$ cat src/hdl/pulse_beat_defines.svh
// What this block does
// - Polarity bit passes pulse input unchanged at 0, inverts at 1; resets 0.
// - Derivative-disable bit enables differentiator at 0, bypasses it at 1.
// - Three-bit gain field, reset 000, selects pulse gain, independent of monitor mode.
// - Monitor select 00 disables buffer, 01 routes amplifier, 10 routes gain stage.
// - Bandwidth-limit bit picks full or limited bandwidth, only when monitor on.
// - Positive threshold code, reset 0101, times 22.5 step.
// - Negative threshold code, reset 0101, negated times same step.
// - Beat config is two read/write registers: gain low, timing high.
// - Window field, reset 0011, gives six steps plus two per code; codes above 1011 clamp to 28 steps.
// - Beat gain field, reset 1111, scales input by two to the field.
// - Pulse config changes may break output sync; resync command restores it.
// - Beat detection runs only when its enable and biopotential enable are set.
`ifndef PULSE_BEAT_DEFINES_SVH
`define PULSE_BEAT_DEFINES_SVH
`define ADDR_PULSE_CFG 5'h1a
`define ADDR_BEAT_GAIN 5'h1d
`define ADDR_BEAT_TIMING 5'h1e
`define PULSE_CFG_MASK 24'h8f70ff
`define PULSE_CFG_RESET 24'h000055
`define BEAT_GAIN_MASK 24'hffbf00
`define BEAT_GAIN_RESET 24'h3f2300
`define BEAT_TIMING_MASK 24'h3f3700
`define BEAT_TIMING_RESET 24'h202200
`define BIT_POL 23
`define BIT_DERIV_DIS 19
`define GAIN_HI 18
`define GAIN_LO 16
`define BIT_LBW 14
`define MON_HI 13
`define MON_LO 12
`define DACP_HI 7
`define DACP_LO 4
`define DACN_HI 3
`define DACN_LO 0
`define WIN_HI 23
`define WIN_LO 20
`define BGAIN_HI 19
`define BGAIN_LO 16
`define BIT_BEAT_EN 15
`define WIN_BASE 5'h06
`define WIN_MAX 4'hb
`define WIN_TOP 5'h1c
`endif

$ cat src/hdl/pulse_beat_pkg.sv
package pulse_beat_pkg;
  typedef enum logic [1:0] {MON_OFF, MON_INA, MON_PGA, MON_RSVD} monitor_sel_t;
endpackage : pulse_beat_pkg

$ cat src/hdl/pulse_and_beat_config.sv
`timescale 1ns/1ps
`default_nettype none
`include "pulse_beat_defines.svh"
module pulse_and_beat_config #(
  parameter int ADDR_W = 5
) (
  input wire logic mclk,
  input wire logic resetn,
  input wire logic [ADDR_W-1:0] addr,
  input wire logic [23:0] wdata,
  input wire logic wr_stb,
  input wire logic rd_stb,
  output logic [23:0] rdata,
  input wire logic pulse_in,
  input wire logic biopotential_en,
  input wire logic resync_command,
  output logic pulse_out,
  output logic derivative_disable,
  output logic [2:0] pulse_gain,
  output logic [1:0] monitor_out_sel,
  output logic monitor_bw_limit,
  output logic [3:0] pos_threshold_code,
  output logic [3:0] neg_threshold_code,
  output logic [4:0] window_steps,
  output logic [3:0] beat_gain_exp,
  output logic beat_detect_run,
  output logic resync_pulse
);
  // ==========================================
  // Register storage
  logic [23:0] pulse_cfg_reg;
  logic [23:0] beat_gain_reg;
  logic [23:0] beat_timing_reg;
  logic [23:0] rdata_reg;
  logic [1:0] pulse_sync_reg;
  logic [1:0] bio_sync_reg;
  logic [1:0] rsy_sync_reg;
  logic rsy_prev_reg;
  logic resync_reg;
  logic pulse_out_reg;
  logic [4:0] steps_reg;
  logic run_reg;
  logic mon_bw_reg;

  wire sel_pulse = (addr == ADDR_W'(`ADDR_PULSE_CFG));
  wire sel_gain = (addr == ADDR_W'(`ADDR_BEAT_GAIN));
  wire sel_timing = (addr == ADDR_W'(`ADDR_BEAT_TIMING));
  wire [23:0] pulse_cfg_next = wdata & `PULSE_CFG_MASK;
  wire [23:0] beat_gain_next = wdata & `BEAT_GAIN_MASK;
  wire [23:0] beat_timing_next = wdata & `BEAT_TIMING_MASK;
  wire [23:0] rdata_next = sel_pulse ? pulse_cfg_reg :
                           sel_gain ? beat_gain_reg :
                           sel_timing ? beat_timing_reg : 24'h000000;

  // ==========================================
  // Window decode
  // Reserved window codes are left to software; clamping holds the output at
  // the widest legal window rather than letting it wrap past the top step
  function automatic logic [4:0] steps_of(input logic [3:0] code);
    logic [3:0] eff;
    eff = (code > `WIN_MAX) ? `WIN_MAX : code;
    return `WIN_BASE + {eff, 1'b0};
  endfunction : steps_of

  wire pol = pulse_cfg_reg[`BIT_POL];
  wire [1:0] mon = pulse_cfg_reg[`MON_HI:`MON_LO];
  wire mon_on = (mon != pulse_beat_pkg::MON_OFF);
  wire [3:0] win_code = beat_gain_reg[`WIN_HI:`WIN_LO];
  wire [4:0] steps_next = steps_of(win_code);

  // ==========================================
  // Bus slave
  always_ff @(posedge mclk or negedge resetn) begin
    if (!resetn) begin
      pulse_cfg_reg <= `PULSE_CFG_RESET;
      beat_gain_reg <= `BEAT_GAIN_RESET;
      beat_timing_reg <= `BEAT_TIMING_RESET;
      rdata_reg <= 24'h000000;
    end else begin
      if (wr_stb && sel_pulse) pulse_cfg_reg <= pulse_cfg_next;
      if (wr_stb && sel_gain) beat_gain_reg <= beat_gain_next;
      if (wr_stb && sel_timing) beat_timing_reg <= beat_timing_next;
      rdata_reg <= rd_stb ? rdata_next : 24'h000000;
    end
  end

  // ==========================================
  // Synchronisers and derived controls
  always_ff @(posedge mclk or negedge resetn) begin
    if (!resetn) begin
      pulse_sync_reg <= 2'h0;
      bio_sync_reg <= 2'h0;
      rsy_sync_reg <= 2'h0;
      rsy_prev_reg <= 1'b0;
      resync_reg <= 1'b0;
      pulse_out_reg <= 1'b0;
      steps_reg <= 5'h00;
      run_reg <= 1'b0;
      mon_bw_reg <= 1'b0;
    end else begin
      pulse_sync_reg <= {pulse_sync_reg[0], pulse_in};
      bio_sync_reg <= {bio_sync_reg[0], biopotential_en};
      rsy_sync_reg <= {rsy_sync_reg[0], resync_command};
      rsy_prev_reg <= rsy_sync_reg[1];
      resync_reg <= rsy_sync_reg[1] & ~rsy_prev_reg;
      pulse_out_reg <= pulse_sync_reg[1] ^ pol;
      steps_reg <= steps_next;
      run_reg <= beat_gain_reg[`BIT_BEAT_EN] & bio_sync_reg[1];
      mon_bw_reg <= mon_on & pulse_cfg_reg[`BIT_LBW];
    end
  end

  assign rdata = rdata_reg;
  assign pulse_out = pulse_out_reg;
  assign derivative_disable = pulse_cfg_reg[`BIT_DERIV_DIS];
  assign pulse_gain = pulse_cfg_reg[`GAIN_HI:`GAIN_LO];
  assign monitor_out_sel = mon;
  assign monitor_bw_limit = mon_bw_reg;
  assign pos_threshold_code = pulse_cfg_reg[`DACP_HI:`DACP_LO];
  assign neg_threshold_code = pulse_cfg_reg[`DACN_HI:`DACN_LO];
  assign window_steps = steps_reg;
  assign beat_gain_exp = beat_gain_reg[`BGAIN_HI:`BGAIN_LO];
  assign beat_detect_run = run_reg;
  assign resync_pulse = resync_reg;
endmodule : pulse_and_beat_config
`default_nettype wire

$ cat config.mk
export PLATFORM = sky130hd
export DESIGN_NAME = pulse_and_beat_config
export DESIGN_NICKNAME = d
export VERILOG_FILES = /design/src/hdl/pulse_beat_pkg.sv /design/src/hdl/pulse_and_beat_config.sv
export VERILOG_INCLUDE_DIRS = /design/src /design/src/hdl
export SDC_FILE = /design/constraint.sdc
export NUM_CORES = 1
export LEC_CHECK = 0
export BUFFER_PORTS_ARGS = -buffer_cell sky130_fd_sc_hd__buf_2
export CAP_MARGIN = 10
export CORE_UTILIZATION = 58
export CTS_BUF_LIST = sky130_fd_sc_hd__clkbuf_8
export DETAILED_ROUTE_END_ITERATION = 6
export PLACE_DENSITY = 0.89
export SETUP_SLACK_MARGIN = 0.1
export SLEW_MARGIN = 20
export SYNTH_ARGS = -nofsm -noshare
export SYNTH_HDL_FRONTEND = slang
export SYNTH_SLANG_ARGS = --single-unit
export TNS_END_PERCENT = 10
$ cat constraint.sdc
create_clock -name mclk -period 1.8 [get_ports mclk]
set_input_delay 0.27 -clock mclk [delete_from_list [all_inputs] [get_ports mclk]]
set_output_delay 0.27 -clock mclk [all_outputs]
set_load 0.005 [all_outputs]
==> summary.txt <==
CTS
  – Clock buffer depth: 2
  – TritonCTS Buffers: 9
  – Later-pin clock latency in the skew report: around 0.33 ns
  – CTS tree: done
  – Clk root buf: clkbuf_8
  – CTS H-tree depth: 3
  – Hold-fix buffers, CTS: 1
  – Postcts setup bufs: 0
  – Clk sinks: between 80 and 90
  – Cts repair resizes: 0
  – Clk pin slew, worst setup/hold paths: roughly 0.07 ns

Finish
  – ANT cells: 0
  – Share of post-route cells with drive strength above 1: 57.63%
  – Fin util: approximately three quarters
  – Fill cells: approximately 340
  – Synth-to-layout area growth: 19.33%
  – # nets final: 328
  – Max reg flops: 24

Drt
  – Routed WL per cell: between 15 and 20 µm
  – Post-route ant nets: 0
  – DRT Pass-1 Iters: 4
  – Via density: ~5
  – DR iter-0 viols: 66
  – DRC: 0
  – Detailed Route WL: approximately 5600 µm
  – Vias post-DR: between 1500 and 2000

Floorplan
  – Site row count: 26
  – DIE WIDTH: 75.95 µm
  – Die ar.: between 0.005 and 0.006 mm²
  – Starting Density: approximately three fifths
  – Core area: just over 0.005 mm²
  – Top Ports: 87
  – Die Height: approximately 76 µm

Logic synthesis
  – Synth area leader: dfrtp_1
  – Gate Count Post-Synth: 210
  – Avg Cell Area, Syn: approximately 15 µm²
  – Post-synth top area share: between 50% and 60%
  – Sequential fraction of the synthesis area: 64.54%
  – Top cells by area, synth: dfrtp_1 51%, dfstp_2 13%, mux2_2 11%
  – Ys Warns: 0
  – Yosys reg bits: 81
  – Post-Syn Area: between 0.003 and 0.004 mm²
  – Post-synth cell types: 32
  – Post-synth net total: 247

Critical path
  – Crit-path max FO: 3
  – Critical Setup Path Class: register to primary output
  – CP required: 1.53 ns
  – Bufs and invs on worst path: 1
  – Critical-path top delay cell: dfstp_2
  – Critical Path Max Stage Delay: around 0.56 ns
  – Critical path's top delay family: flip-flops
  – Startpoint class of the critical path: register
  – CP cell instances: buf_2
  – WP data arrival: around 1.0 ns
  – Crit. End Element: primary output

Global route
  – Number of global-route vias before repair: 1908
  – Largest net degree at the start of global routing: 38
  – Total track usage: between 20% and 30%
  – Initial antenna violation count: 0
  – Met2 GRT Util: roughly 35%
  – First-pass GRT wire length: approximately 9400 µm
  – Grt total ovfl: 0
  – Met3 Use GR: 4.096%
  – Busiest grt layer: met2
  – M1 GR Usage: between 20% and 30%

Timing
  – Setup TNS: 0 ns
  – Worst slew margin: ~60%
  – RSZ-0062 raised after global routing: no
  – Final setup violation count: 0
  – Crit path time final: between 1 and 1.5 ns
  – Max Fclk: ~800 MHz
  – Clock Skews: about 0.0063 ns
  – Fin crit share: a little under three quarters
  – Max-slew violation count: 0
  – Final Hold Fails: 0
  – Worst-Margin Slew: 0.5916 ns
  – Final worst slack: between 0.5 and 0.6 ns

Power
  – Leak pwr: roughly 1.9 nW
  – Pwr per Cell Area: roughly 1000 mW/mm²
  – Max VDD drop: about 0.52 mV

Placement
  – Routability Congestion: around 0.70
  – DP Wirelength: approximately 4000 µm
  – Port Buffers: 85
  – DP Worst Slack: between 0.2 and 0.3 ns

Hold path
  – Hold Path Class: primary input to register

Job
  – Max-cap viol count: 0

Status
  – Status: finished, final reports clean
==> cells in the final DEF (no fill, tap or decap), types with 7 or more instances in the layout <==
master,instances
buf_4,7
and2_1,10
dfrtp_1,65
buf_2,84
clkbuf_8,10
mux2_2,32
dfstp_2,16
mux2_4,10
a22oi_1,11
==> metal layers <==
layer	up-vias	wire, µm
met2	69	2807
met3	8	290
li1	872	-
met1	907	2410
met5	-	0
met4	0	106
==> where the power goes <==
group          total [mW]  internal (mW)  switching (mW)
clock network        1.08          0.516           0.568
logic               0.562          0.334           0.228
registers            2.26           2.12           0.149
==> path summary, 6_finish.rpt <==
kind,from,end,slack [ns],depth (start not counted)
setup reg to reg,beat_gain_reg[20],window_steps[3],0.73,3
hold / removal,biopotential_en,bio_sync_reg[0],0.03,1
hold reg to reg,bio_sync_reg[0],bio_sync_reg[1],0.36,0
setup / recovery,beat_gain_reg[16],beat_gain_exp[0],0.52,1
max in group asynchronous,resetn,beat_gain_reg[9],0.78,3
min in group asynchronous,resetn,rdata[5],0.41,2
==> Yosys cell counts (all sizes together) <==
master,number
nand4,1
nor2,6
clkbuf,3
xnor2,1
dfstp,16
ha,1
and3,3
a21oi,2
nor4,1
and2,10
nor3,3
dfrtp,65
o21ai,1
nand2,3
o21a,1
nand2b,3
inv,2
a32o,1
nor2b,4
a22oi,11
conb,1
buf,22
xor2,1
o2bb2ai,6
mux2,42
==> area by class of cell <==
class	count	area, µm²	share of cell area (%)
timing repair buffer	95	543.0	14.35
multi-input combinational	102	937.1	24.76
sequential	81	2047	54.08
clock buffer	10	137.6	3.636
inverter	2	7.507	0.1983
clock inverter	5	25.02	0.6612
tap	70	87.58	2.314
==> cell families (layout without fill, tap and decap cells) <==
group | count (synthesis) | in the layout | synth area share (%)
other | 1 | 1 | 0.1182
AND/OR/NAND/NOR | 34 | 34 | 6.943
flip-flops | 81 | 81 | 64.54
AO/OA/AOI/OAI | 22 | 22 | 5.286
adder cells (fa/ha/maj) | 1 | 1 | 0.3944
buffers and inverters | 27 | 112 | 6.075
multiplexers | 42 | 42 | 16.09
XOR/XNOR | 2 | 2 | 0.5524
==> through the flow <==
step | hold WS, ns | power [mW] | cells | instance area [µm²]
after global placement | 0.2132 | 2.831 | 349 | 3612
after global routing | 0.01792 | 4.125 | 365 | 3785
after CTS | 0.01677 | 3.958 | 365 | 3785
after detailed placement | 0.2208 | 2.867 | 349 | 3612
after floorplan | -0.02559 | 2.666 | 210 | 3172
final | 0.03387 | 3.911 | 365 | 3785
Note: power is estimated with default switching activity, not from simulation.
